**src/include/asc_pkg.sv**
```systemverilog
package asc_pkg;

    // ----------------------------------------------------------------
    // register map (byte addresses, one aligned word each)
    // ----------------------------------------------------------------
    localparam logic [11:0] ADDR_STEP_INPUT_SELECT = 12'h040;
    localparam logic [11:0] ADDR_STEP_CONTROL = 12'h044;
    localparam logic [11:0] ADDR_SEQ_CMD = 12'h050;
    localparam logic [11:0] ADDR_SEQ_STATUS = 12'h054;
    localparam logic [11:0] ADDR_IRQ_RAW = 12'h058;
    localparam logic [11:0] ADDR_IRQ_MASK = 12'h05C;

    // ----------------------------------------------------------------
    // field layout and reset values
    // ----------------------------------------------------------------
    localparam int STEPS = 8;
    localparam int CTL_GROUP = 4;
    localparam int MUX_GROUP = 4;
    localparam int MUX_WIDTH = 2;
    localparam int BIT_DIFF = 0;
    localparam int BIT_LAST = 1;
    localparam int BIT_IRQ = 2;
    localparam int BIT_SENSOR = 3;
    localparam logic [31:0] CTL_RESET = 32'h0000_0000;
    localparam logic [31:0] MUX_RESET = 32'h0000_0000;
    localparam logic [31:0] MUX_MASK = 32'h3333_3333;
    localparam int IRQ_SEQ_DONE = 0;
    localparam int IRQ_STEP = 1;
    localparam int IRQ_NO_END = 2;
    localparam logic [2:0] IRQ_RESET = 3'h0;

    // ----------------------------------------------------------------
    // sequencer states
    // ----------------------------------------------------------------
    typedef enum logic [1:0] {
        ST_IDLE = 2'b00,
        ST_REQ = 2'b01,
        ST_WAIT = 2'b10
    } asc_state_t;

endpackage

```
**src/rtl/asc_step_decode.sv**
```systemverilog
`timescale 1ns/1ps
module asc_step_decode
    import asc_pkg::*;
(
    // control fields of one step
    input wire logic [CTL_GROUP-1:0] ctl,
    input wire logic [MUX_WIDTH-1:0] mux,
    input wire logic force_last,
    // decoded request
    output logic sensor,
    output logic diff,
    output logic irq_en,
    output logic last,
    output logic [MUX_WIDTH:0] pin
);

    // sensor wins over pins; sensor never runs differential
    always_comb begin
        sensor = ctl[BIT_SENSOR];
        diff = ctl[BIT_DIFF] & ~ctl[BIT_SENSOR];
        irq_en = ctl[BIT_IRQ];
        last = ctl[BIT_LAST] | force_last;
        // differential: pair i gives low input 2i of the pair
        if (diff) begin
            pin = {mux, 1'b0};
        end else begin
            pin = {1'b0, mux};
        end
    end

endmodule

```
**src/rtl/asc_seq_ctl.sv**
```systemverilog
// The APB interface to the registers was chosen for this implementation.
`timescale 1ns/1ps
// How it works
// the step control word holds eight four-bit groups, step 8 on top.
// a step with sensor select converts the temperature sensor, else a pin.
// a step with interrupt enable raises the raw flag when it completes.
// the raw flag reaches the interrupt output only while its mask is set.
// several steps may raise the raw flag, each at its own completion.
// a step with its last flag set ends the sequence, at any position.
// no step after the first last-flagged step is ever requested.
// software sets a last flag somewhere before starting a sequence.
// the single-entry sequencer has its only last flag forced to one.
// a differential step samples its inputs as a pair.
// for differential steps software loads pair number i, giving 2i, 2i+1.
// the temperature sensor has no differential mode.
// each step takes its pin from its own two-bit field, step 1 lowest.
// steps run one at a time in ascending order up to the last one.
module asc_seq_ctl
    import asc_pkg::*;
#(
    parameter bit SINGLE_ENTRY = 1'b0
) (
    // clock and reset
    input wire logic pclk,
    input wire logic presetn,
    // apb slave
    input wire logic psel,
    input wire logic penable,
    input wire logic pwrite,
    input wire logic [11:0] paddr,
    input wire logic [31:0] pwdata,
    output logic [31:0] prdata,
    output logic pready,
    output logic pslverr,
    // conversion engine
    output logic conv_req,
    output logic conv_sensor,
    output logic conv_diff,
    output logic [MUX_WIDTH:0] conv_pin,
    input wire logic conv_done,
    // interrupt
    output logic irq
);

    // ----------------------------------------------------------------
    // register state
    // ----------------------------------------------------------------
    logic [31:0] ctl_q, ctl_d;
    logic [31:0] mux_q, mux_d;
    logic [2:0] raw_q, raw_d;
    logic [2:0] mask_q, mask_d;
    logic [31:0] prdata_q, prdata_d;
    logic pready_q, pready_d;
    logic pslverr_q, pslverr_d;
    logic irq_q, irq_d;
    asc_state_t state_q, state_d;
    logic [2:0] step_q, step_d;
    logic req_q, req_d;
    logic sensor_q, sensor_d;
    logic diff_q, diff_d;
    logic [MUX_WIDTH:0] pin_q, pin_d;

    logic [STEPS-1:0] dec_sensor, dec_diff, dec_irq, dec_last;
    logic [MUX_WIDTH:0] dec_pin [STEPS];
    logic acc, wr, rd, start;
    logic [2:0] raw_set;

    function automatic logic mapped(input logic [11:0] a);
        mapped = (a == ADDR_STEP_CONTROL) || (a == ADDR_STEP_INPUT_SELECT) ||
                 (a == ADDR_SEQ_CMD) || (a == ADDR_SEQ_STATUS) ||
                 (a == ADDR_IRQ_RAW) || (a == ADDR_IRQ_MASK);
    endfunction

    // ----------------------------------------------------------------
    // per-step decode
    // ----------------------------------------------------------------
    // one decoder per group; step k sits at bits 4k+3:4k
    generate
        for (genvar k = 0; k < STEPS; k++) begin : g_step
            asc_step_decode u_dec (
                .ctl(ctl_q[k*CTL_GROUP +: CTL_GROUP]),
                .mux(mux_q[k*MUX_GROUP +: MUX_WIDTH]),
                .force_last(SINGLE_ENTRY && (k == 0)),
                .sensor(dec_sensor[k]),
                .diff(dec_diff[k]),
                .irq_en(dec_irq[k]),
                .last(dec_last[k]),
                .pin(dec_pin[k])
            );
        end
    endgenerate

    // ----------------------------------------------------------------
    // apb access, one wait state
    // ----------------------------------------------------------------
    // answer in the second cycle of the access phase, two cycles after setup
    always_comb begin
        acc = psel & penable & ~pready_q;
        // a write lands only at the edge where pready is seen high
        wr = psel & penable & pready_q & pwrite & mapped(paddr);
        rd = acc & ~pwrite & mapped(paddr);
        start = wr && (paddr == ADDR_SEQ_CMD) && pwdata[0] &&
                (state_q == ST_IDLE);
        pready_d = psel & penable & ~pready_q;
        pslverr_d = acc & ~mapped(paddr);
        prdata_d = 32'h0000_0000;
        if (rd) begin
            case (paddr)
                ADDR_STEP_CONTROL: prdata_d = ctl_q;
                ADDR_STEP_INPUT_SELECT: prdata_d = mux_q;
                ADDR_SEQ_STATUS: prdata_d = {27'h0, step_q,
                                             state_q != ST_IDLE, req_q};
                ADDR_IRQ_RAW: prdata_d = {29'h0, raw_q};
                ADDR_IRQ_MASK: prdata_d = {29'h0, mask_q};
                default: prdata_d = 32'h0000_0000;
            endcase
        end
        ctl_d = ctl_q;
        mux_d = mux_q;
        mask_d = mask_q;
        if (wr && paddr == ADDR_STEP_CONTROL) begin
            ctl_d = pwdata;
        end
        if (wr && paddr == ADDR_STEP_INPUT_SELECT) begin
            mux_d = pwdata & MUX_MASK; // reserved bits stay zero
        end
        if (wr && paddr == ADDR_IRQ_MASK) begin
            mask_d = pwdata[2:0];
        end
    end

    // ----------------------------------------------------------------
    // step sequencer
    // ----------------------------------------------------------------
    // one request at a time; the engine pulses conv_done when finished
    always_comb begin
        state_d = state_q;
        step_d = step_q;
        req_d = 1'b0;
        sensor_d = sensor_q;
        diff_d = diff_q;
        pin_d = pin_q;
        raw_set = 3'h0;
        case (state_q)
            ST_IDLE: begin
                if (start) begin
                    step_d = 3'h0;
                    state_d = ST_REQ;
                end
            end
            ST_REQ: begin
                req_d = 1'b1;
                sensor_d = dec_sensor[step_q];
                diff_d = dec_diff[step_q];
                pin_d = dec_pin[step_q];
                state_d = ST_WAIT;
            end
            ST_WAIT: begin
                if (conv_done) begin
                    raw_set[IRQ_STEP] = dec_irq[step_q];
                    if (dec_last[step_q]) begin
                        raw_set[IRQ_SEQ_DONE] = 1'b1;
                        state_d = ST_IDLE;
                    end else if (step_q == 3'(STEPS - 1)) begin
                        // no last flag at all: stop and report it
                        raw_set[IRQ_NO_END] = 1'b1;
                        state_d = ST_IDLE;
                    end else begin
                        step_d = step_q + 3'h1;
                        state_d = ST_REQ;
                    end
                end
            end
            default: state_d = ST_IDLE;
        endcase
    end

    // ----------------------------------------------------------------
    // interrupt status
    // ----------------------------------------------------------------
    // set wins over a write-one clear in the same cycle
    always_comb begin
        raw_d = raw_q;
        if (wr && paddr == ADDR_IRQ_RAW) begin
            raw_d = raw_q & ~pwdata[2:0];
        end
        raw_d = raw_d | raw_set;
        irq_d = |(raw_d & mask_d);
    end

    // ----------------------------------------------------------------
    // registers
    // ----------------------------------------------------------------
    always_ff @(posedge pclk or negedge presetn) begin
        if (!presetn) begin
            ctl_q <= CTL_RESET;
            mux_q <= MUX_RESET;
            raw_q <= IRQ_RESET;
            mask_q <= IRQ_RESET;
            prdata_q <= 32'h0000_0000;
            pready_q <= 1'b0;
            pslverr_q <= 1'b0;
            irq_q <= 1'b0;
            state_q <= ST_IDLE;
            step_q <= 3'h0;
            req_q <= 1'b0;
            sensor_q <= 1'b0;
            diff_q <= 1'b0;
            pin_q <= '0;
        end else begin
            ctl_q <= ctl_d;
            mux_q <= mux_d;
            raw_q <= raw_d;
            mask_q <= mask_d;
            prdata_q <= prdata_d;
            pready_q <= pready_d;
            pslverr_q <= pslverr_d;
            irq_q <= irq_d;
            state_q <= state_d;
            step_q <= step_d;
            req_q <= req_d;
            sensor_q <= sensor_d;
            diff_q <= diff_d;
            pin_q <= pin_d;
        end
    end

    always_comb begin
        prdata = prdata_q;
        pready = pready_q;
        pslverr = pslverr_q;
        conv_req = req_q;
        conv_sensor = sensor_q;
        conv_diff = diff_q;
        conv_pin = pin_q;
        irq = irq_q;
    end
endmodule

```
**config.mk**
```make
export PLATFORM = sky130hd
export DESIGN_NAME = asc_seq_ctl
export DESIGN_NICKNAME = d
export VERILOG_FILES = /design/src/include/asc_pkg.sv /design/src/rtl/asc_step_decode.sv /design/src/rtl/asc_seq_ctl.sv
export SDC_FILE = /design/constraint.sdc
export NUM_CORES = 1
export LEC_CHECK = 0
export BUFFER_PORTS_ARGS = -buffer_cell sky130_fd_sc_hd__buf_2
export CAP_MARGIN = 20
export CORE_AREA = 2 2 104 106
export DETAILED_ROUTE_END_ITERATION = 7
export DIE_AREA = 0 0 106 108
export GPL_TIMING_DRIVEN = 0
export PLACE_DENSITY = 0.69
export SKIP_CTS_REPAIR_TIMING = 1
export SLEW_MARGIN = 5
export SYNTH_ARGS = -nofsm -noshare
export SYNTH_HDL_FRONTEND = slang
export SYNTH_SLANG_ARGS = --single-unit
```
**constraint.sdc**
```tcl
create_clock -name pclk -period 2.63 [get_ports pclk]
set_input_delay 0.526 -clock pclk [delete_from_list [all_inputs] [get_ports pclk]]
set_output_delay 0.526 -clock pclk [all_outputs]
set_load 0.02 [all_outputs]
```
* Word-level counts from Yosys, hierarchy flattened
Cells that the tools add are included.
** Storage, ports and cells
- Register bits after elaboration :: 100
- Input port bits :: 50
- Word-level logic and storage cells :: 119
** Operators by class
- $add $sub $neg :: 1
- Magnitude comparators :: 2
- Equal/unequal tests :: 13
- Mux-type cells :: 39
- Bitwise logic cells :: 32
- Reductions and logical operators :: 18
** Operators by type and width (number)
- case mux 32 bit (5 select lines) :: 1
- == test 12 x 7 -> 1 bit, second input constant :: 6
- two-way mux 3 bit :: 18
- two-way mux 32 bit :: 1
- bitwise AND 1 bit :: 16
- binary-select mux 1 bit (select 3 bit) :: 4
- NOT 1 bit :: 11
- two-way mux 1 bit :: 10
- binary-select mux 3 bit (select 3 bit) :: 1
- != test 2 bit, second input constant :: 4
- logical AND 1 bit :: 7
- bitwise AND 3 bit :: 2
- case mux 2 bit (3 select lines) :: 1
- case mux 3 bit (2 select lines) :: 1
- logical OR 1 bit :: 5
- AND reduction 5 bit :: 1
- greater-or-equal comparator 4 bit, second input constant :: 1
- < comparator 3 x 4 -> 1 bit, second input constant :: 1
- two-way mux 2 bit :: 2
- NOT 3 -> 4 bit :: 1
- nonzero test 2 bit :: 2
- adder 3 x 1 -> 3 bit, second input constant :: 1
- == test 3 bit, second input constant :: 1
- NOT 3 bit :: 1
- 6 further kinds :: 6

* Logic depth before layout (Yosys ltp)
Gate-level depths: netlist of the first run.
- Word-level depth :: 12
- Depth in mapped cells :: 7

* Hierarchy
A second synthesis of the first run with hierarchy kept.
** Second synthesis, totals
- Cells, all modules :: 398
- Area total of the unflattened synthesis :: 4973.5 µm²
** By module, submodules not included
- asc_seq_ctl :: instances 1, cells an instance 334, area each 4433.0 µm², sequential area each 2502.4 µm²
- asc_step_decode :: instances 8, cells an instance 8, area each 67.6 µm², sequential area each 0.0 µm²

* Worst setup path before layout of the first run
OpenSTA, ideal clock, no wires.
- Path type :: input to register
- From :: input paddr[9]
- To :: register mux_q[12]
- Library setup time :: 125 ps
- Arrival :: 2187 ps
- Slack :: 318 ps
- Stages :: 7
- Path buffers :: 2
- Cells stage by stage :: nor4_4 nand3_4 nor4_4 and2_1 buf_2 buf_2 mux2_2
** Between the ends
- Word-level cells in the longest chain between the ends :: 8
** Ends and longest elaborated chain
- start, declared :: RTL line asc_seq_ctl.sv:30 : input wire logic [11:0] paddr,
- == test 12 x 7 -> 1 bit, on equally long branches :: RTL line asc_seq_ctl.sv:69, asc_seq_ctl.sv:124
- logical OR 1 bit (2 in a row) :: RTL line asc_seq_ctl.sv:69 : mapped = (a == ADDR_STEP_CONTROL) || (a == ADDR_STEP_INPUT_SELECT) ||
- logical OR 1 bit (2 in a row) :: RTL line asc_seq_ctl.sv:70 : (a == ADDR_SEQ_CMD) || (a == ADDR_SEQ_STATUS) ||
- logical OR 1 bit :: RTL line asc_seq_ctl.sv:71 : (a == ADDR_IRQ_RAW) || (a == ADDR_IRQ_MASK);
- bitwise AND 1 bit :: RTL line asc_seq_ctl.sv:100 : wr = psel & penable & pready_q & pwrite & mapped(paddr);
- logical AND 1 bit (*) :: RTL line asc_seq_ctl.sv:124 : if (wr && paddr == ADDR_STEP_INPUT_SELECT) begin
- end signal, assigned :: RTL line asc_seq_ctl.sv:212 : mux_q <= mux_d;
- end, declared :: RTL line asc_seq_ctl.sv:49 : logic [31:0] mux_q, mux_d;
Every way passes the cells marked *; elsewhere a longest branch is shown, timed or not.
A chain may end at the register's enable or synchronous reset.

* Worst setup path after layout of the first run
- From :: register step_q[0]
- To :: register step_q[0]
** Between the ends
- Word-level cells in the longest chain between the ends :: 5
** Ends and longest elaborated chain
- start, declared :: RTL line asc_seq_ctl.sv:57 : logic [2:0] step_q, step_d;
- start signal, assigned :: RTL line asc_seq_ctl.sv:220 : step_q <= step_d;
- adder 3 x 1 -> 3 bit :: RTL line asc_seq_ctl.sv:169 : step_d = step_q + 3'h1;
- two-way mux 3 bit :: RTL line asc_seq_ctl.sv:164 : end else if (step_q == 3'(STEPS - 1)) begin
- two-way mux 3 bit :: RTL line asc_seq_ctl.sv:161 : if (dec_last[step_q]) begin
- two-way mux 3 bit :: RTL line asc_seq_ctl.sv:159 : if (conv_done) begin
- case mux 3 bit (2 select lines) :: RTL line asc_seq_ctl.sv:144 : case (state_q)
Several ways; a longest one is shown, not always the timed one. The select of a mux whose other input is x is not followed.

==> impl_metrics.tcl, run 1 <==
set metrics [dict create \
    status "finished, final reports clean" \
    place_area_um2 5230 \
    die_width_um 106 \
    synth.top_cell.area_share 0.546 \
    yosys-top-cells-area "dfrtp_1, mux2_2, mux4_2" \
    rows 37 \
    dieArea_um2 11400 \
    overflow 0 \
    htree_num_levels 3 \
    drive_gt1_frac 0.392 \
    required_ns 2.89 \
    async_reset_ff_frac 1.00 \
    synth.avg_cell_area_um2 12.6 \
    finalHoldViolations 0 \
    cts_buffer_depth 2 \
    area_growth_pct 18.1 \
    synth_top_cell_by_area "dfrtp_1" \
    fin_crit_ns 2.45 \
    drv_slew 0 \
    grt_pass1_vias 3219 \
    ys_seq_area_frac 0.546 \
    cts-root-buf "clkbuf_8" \
    numCtsBuffers 9 \
    stdcell_area_um2 5410 \
    antennaDiodeCount 0 \
    post-route-period-util 0.932 \
    nNetsFinal 516 \
    crit_cells 6 \
    syn_nets 415 \
    wl_per_cell_um 17.2 \
    die_h_um 108 \
    routed_via_density 5.36 \
    initial_core_util 0.448 \
    grt_max_degree 67 \
    crit_family "multiplexers" \
    p_leak_nw 2.65 \
    path_class "flip-flop to flip-flop" \
    dr.pass1.iters 4 \
    cts_num_sinks 100 \
    drc_errors 0 \
    grt_util_all_layers 0.190 \
    ir_drop_v 0.000271 \
    powerDensity_nw_per_um2 551 \
    numPortBuffers 89 \
    cap_violations 0 \
    grt_pass1_wl_mm 16.8 \
    fmax_ghz 0.408 \
    drt_iter0_drc 181 \
    max_slew_margin 0.592 \
    endpoint "step_q[0]" \
    end_kind "flip-flop" \
    total_power_mw 2.98 \
    setup_viol 0 \
    core_area_um2 10200 \
    antenna_found_initial 0 \
    crit_fanout 10 \
    crit_chain "buf_2 -> mux4_2 -> mux2i_1 -> a2bb2oi_1 -> nor2_1 -> mux2_2" \
    rsz0062_at_grt "false" \
    hp-class "primary input to async pin" \
    ys_ff_latch 100 \
    slowest_stage "mux4_2" \
    hpwl_mm 7.82 \
    postSynthCellCount 363 \
    syn-cell-area_um2 4590 \
    fin_skew_ns 0.00980 \
    clock_latency_ns 0.37 \
    postRouteAntennaNets 0 \
    path_clk_slew_ns 0.10 \
    synth.distinct_cells 46 \
    critPathLaunchType "flip-flop" \
    r2r-start "step_q[0]" \
    fill_cells 937 \
    r2r_end "step_q[0]" \
    cp.arrival_ns 2.71 \
    gp_congestion 0.844 \
    tritoncts "yes" \
    reg2reg_depth 6 \
    setup.worst_path.start "step_q[0]" \
    multi_input_area_um2 1970 \
    vias 3243 \
    r2r_slack_ns 0.18 \
    worst_pin_slew_ns 0.609 \
    synth-edff-count 0 \
    synthFlopType "dfrtp_1" \
    wirelength_mm 10.4 \
    io_pins 91 \
    yosys_warnings 0 \
    seqCellArea_um2 2500 \
    path_buf_inv 1 \
    max_stage_delay_ns 0.53 \
]
## layout make-up
type,instances,area share
multi-input cells,235,0.363
inverters,9,0.00624
plain buffers,19,0.0155
flip-flops and latches,100,0.462
repair buffers,90,0.0878
clock inverters,6,0.00832
clock buffers,10,0.0254
well taps,136,0.0314
## how the worst min path moves through the flow
stage             from         to  depth (start not counted)
4_1_cts        presetn  prdata[6]                          1
5_1_grt        presetn  prdata[6]                          1
3_5_place_dp    pready     pready                          1
6_report       presetn  prdata[6]                          1
2_1_floorplan  presetn  conv_diff                          0
3_3_place_gp    pready     pready                          1
## power by group
part           internal (mW)  total [mW]  leakage, nW  switching, mW
combinational          0.168       0.443         1.16          0.275
clock                  0.381       0.932       0.0978          0.551
sequential              1.57        1.61         1.39         0.0346
total                   2.12        2.98         2.65          0.861
## cell usage after synthesis, drive strengths merged, types with 2 or more instances
master and instances:
nand2b 5, nor2b 9, clkinv 2, nor2 28, nor4 4, a31oi 2
o22ai 2, o32ai 2, o41ai 3, a21oi 5, o21ai 9, buf 9
a22oi 17, nor3b 3, mux2 56, mux2i 15, clkbuf 10, and2 15
nand4 2, a21o 2, ha 2, o211ai 2, dfrtp 100, nand3 4
mux4 10, inv 7, nand2 25
## cell families (layout without fill, tap and decap cells)
logic type	after synthesis	after routing	share of synthesized area
compound gates	51	51	0.0780
simple gates	101	101	0.126
flops	100	100	0.546
fa+ha+maj	2	2	0.00546
buf+inv	28	134	0.0256
mux	81	81	0.219
## registers in the layout, indices dropped and copies added, names as in the netlist
signal	cells
state_q	2
pslverr	1
mask_q	3
prdata	32
ctl_q	32
conv_diff	1
conv_pin	3
conv_req	1
step_q	3
conv_sensor	1
raw_q	3
irq	1
pready	1
mux_q	16
## per-layer routing
layer  global-route usage  up-vias  part of all wire
li1                     -     1515                 -
met1                0.260     1627              0.46
met2                0.310       92              0.48
met3               0.0428        9             0.050
met4               0.0498        0             0.012
met5                    0        -                 0
## stage by stage
step	TNS (ns)	std cells	hold WS (ns)	worst slack [ns]	util
floorplan	0	363	0.230	0.318	-
global placement	-2.10	588	0.441	-0.138	0.508
detailed placement	-2.05	589	0.466	-0.157	0.511
CTS	0	605	0.110	0.185	0.529
global route	0	605	0.131	0.0668	0.529
finish	0	605	0.104	0.178	0.529
## cells in the final DEF, fill, tap and decap left out, drive strengths merged, types with 2 or more instances in the layout
cell and instances:
a21o 2, a21oi 5, a22oi 17, a31oi 2
and2 15, buf 99, clkbuf 20, clkinv 4
dfrtp 100, ha 2, inv 11, mux2 56
mux2i 15, mux4 10, nand2 25, nand2b 5
nand3 4, nand4 2, nor2 28, nor2b 9
nor3b 3, nor4 4, o211ai 2, o21ai 9
o22ai 2, o32ai 2, o41ai 3
Note: power is estimated with default switching activity, not from simulation.
==> inputs of run 2 (changes only) <==
==> constraint.sdc (replaced) <==
create_clock -name pclk -period 2.63 [get_ports pclk]
set_input_delay 0.3945 -clock pclk [delete_from_list [all_inputs] [get_ports pclk]]
set_output_delay 0.3945 -clock pclk [all_outputs]
set_load 0.02 [all_outputs]
==> impl_metrics.tcl, run 2 (synthesized netlist as in run 1, its figures left out) <==
set metrics [dict create \
    path_clk_slew_ns 0.10 \
    fill_cells 936 \
    max_slew_margin 0.592 \
    critPathLaunchType "flip-flop" \
    place_inst 589 \
    clock_latency_ns 0.36 \
    dieArea_um2 11400 \
    grt_pass1_wl_mm 16.8 \
    pwr-share-seq 0.539 \
    vias 3249 \
    worst_pin_slew_ns 0.609 \
    setup.worst_path.start "step_q[2]" \
    r2r-start "step_q[2]" \
    internal_power_mw 2.12 \
    grt_pass1_vias 3219 \
    cp.arrival_ns 2.69 \
    powerDensity_nw_per_um2 551 \
    end_kind "flip-flop" \
    tritoncts "yes" \
    r2r_slack_ns 0.20 \
    crit_fanout 9 \
    drive_gt1_frac 0.391 \
    fin_skew_ns 0.00890 \
    setup_viol 0 \
    clock_power_share 0.312 \
    numCtsBuffers 9 \
    status "finished, final reports clean" \
    tns_ns 0 \
    instances_no_fill 606 \
    gp_congestion 0.844 \
    nNetsFinal 517 \
    grt_util_all_layers 0.190 \
    htree_num_levels 3 \
    core_area_um2 10200 \
    hp-class "primary input to flip-flop" \
    cts-root-buf "clkbuf_8" \
    antenna_found_initial 0 \
    die_h_um 108 \
    overflow 0 \
    cap_violations 0 \
    path_class "flip-flop to flip-flop" \
    swShare 0.289 \
    wirelength_mm 10.4 \
    cts_buffer_depth 2 \
    area_growth_pct 18.3 \
    p_leak_nw 2.66 \
    rows 37 \
    wl_per_cell_um 17.2 \
    fin_crit_ns 2.43 \
    post-route-period-util 0.924 \
    ir_drop_v 0.000273 \
    drt_iter0_drc 179 \
    place_area_um2 5230 \
    fmax_ghz 0.411 \
    stdcell_area_um2 5420 \
    numPortBuffers 89 \
    cts_num_sinks 100 \
    initial_core_util 0.448 \
    netSwitchingPower_mw 0.863 \
    required_ns 2.89 \
    dr.pass1.iters 4 \
    drv_slew 0 \
    routed_via_density 5.36 \
    finalHoldViolations 0 \
    final_cell_mix "dfrtp_1, buf_2, mux2_2, nor2_1, nand2_1" \
    total_power_mw 2.99 \
    die_width_um 106 \
    drc_errors 0 \
    power_frac_comb 0.149 \
    io_pins 91 \
    final_common_cell "dfrtp_1" \
    rsz0062_at_grt "false" \
    grt_max_degree 67 \
    postRouteAntennaNets 0 \
    antennaDiodeCount 0 \
    hpwl_mm 7.82 \
    holdCritStartpoint "pwdata[26]" \
]
## run 2: path summary, 6_finish.rpt
path                                   to  cells past startpoint
worst max register to register  step_q[0]                      6
min in group asynchronous       prdata[6]                      2
worst min register to register     pready                      1
worst max-delay path            step_q[0]                      6
max in group asynchronous       mux_q[12]                      3
worst min-delay path            ctl_q[26]                      2
## run 2: metal layers
| layer | up-vias | track usage | routed length (um) |
|---|---|---|---|
| li1 | 1514 | - | - |
| met1 | 1635 | 0.260 | 4750 |
| met2 | 92 | 0.310 | 5040 |
| met3 | 8 | 0.0428 | 535 |
| met4 | 0 | 0.0498 | 103 |
| met5 | - | 0 | 0 |
## run 2: area by class of cell
| type | instances | area [um2] | share of cell area |
|---|---|---|---|
| Buffer | 19 | 83.8 | 0.0155 |
| Clock buffer | 10 | 138 | 0.0254 |
| Clock inverter | 6 | 45.0 | 0.00830 |
| Inverter | 9 | 33.8 | 0.00623 |
| Multi-Input combinational cell | 235 | 1970 | 0.362 |
| Sequential cell | 100 | 2500 | 0.461 |
| Tap cell | 136 | 170 | 0.0314 |
| Timing Repair Buffer | 91 | 485 | 0.0895 |
## run 2: through the flow
| step | hold WS, ns | utilization | setup slack, ns |
|---|---|---|---|
| floorplan | 0.0989 | - | 0.450 |
| global placement | 0.441 | 0.508 | -0.00603 |
| detailed placement | 0.385 | 0.511 | -0.0254 |
| CTS | -0.0216 | 0.529 | 0.185 |
| global route | 0.227 | 0.530 | 0.0668 |
| finish | 0.256 | 0.530 | 0.200 |
## run 2: critical path, cell delays in order (launching register included)
cell	delay, ns
dfrtp_1	0.36
clkbuf_1	0.44
mux4_2	0.38
mux2i_1	0.35
a2bb2oi_1	0.13
nor2_1	0.29
mux2_2	0.37
## run 2: power groups by stage
stage                     Sequential [mW]  Clock [mW]  Combinational, mW
after CTS                            1.61       0.966              0.452
after global placement               1.64           0              0.441
after detailed placement             1.64           0              0.451
final                                1.61       0.934              0.445
after global routing                 1.61        1.02              0.493
after floorplan                      1.64           0              0.272
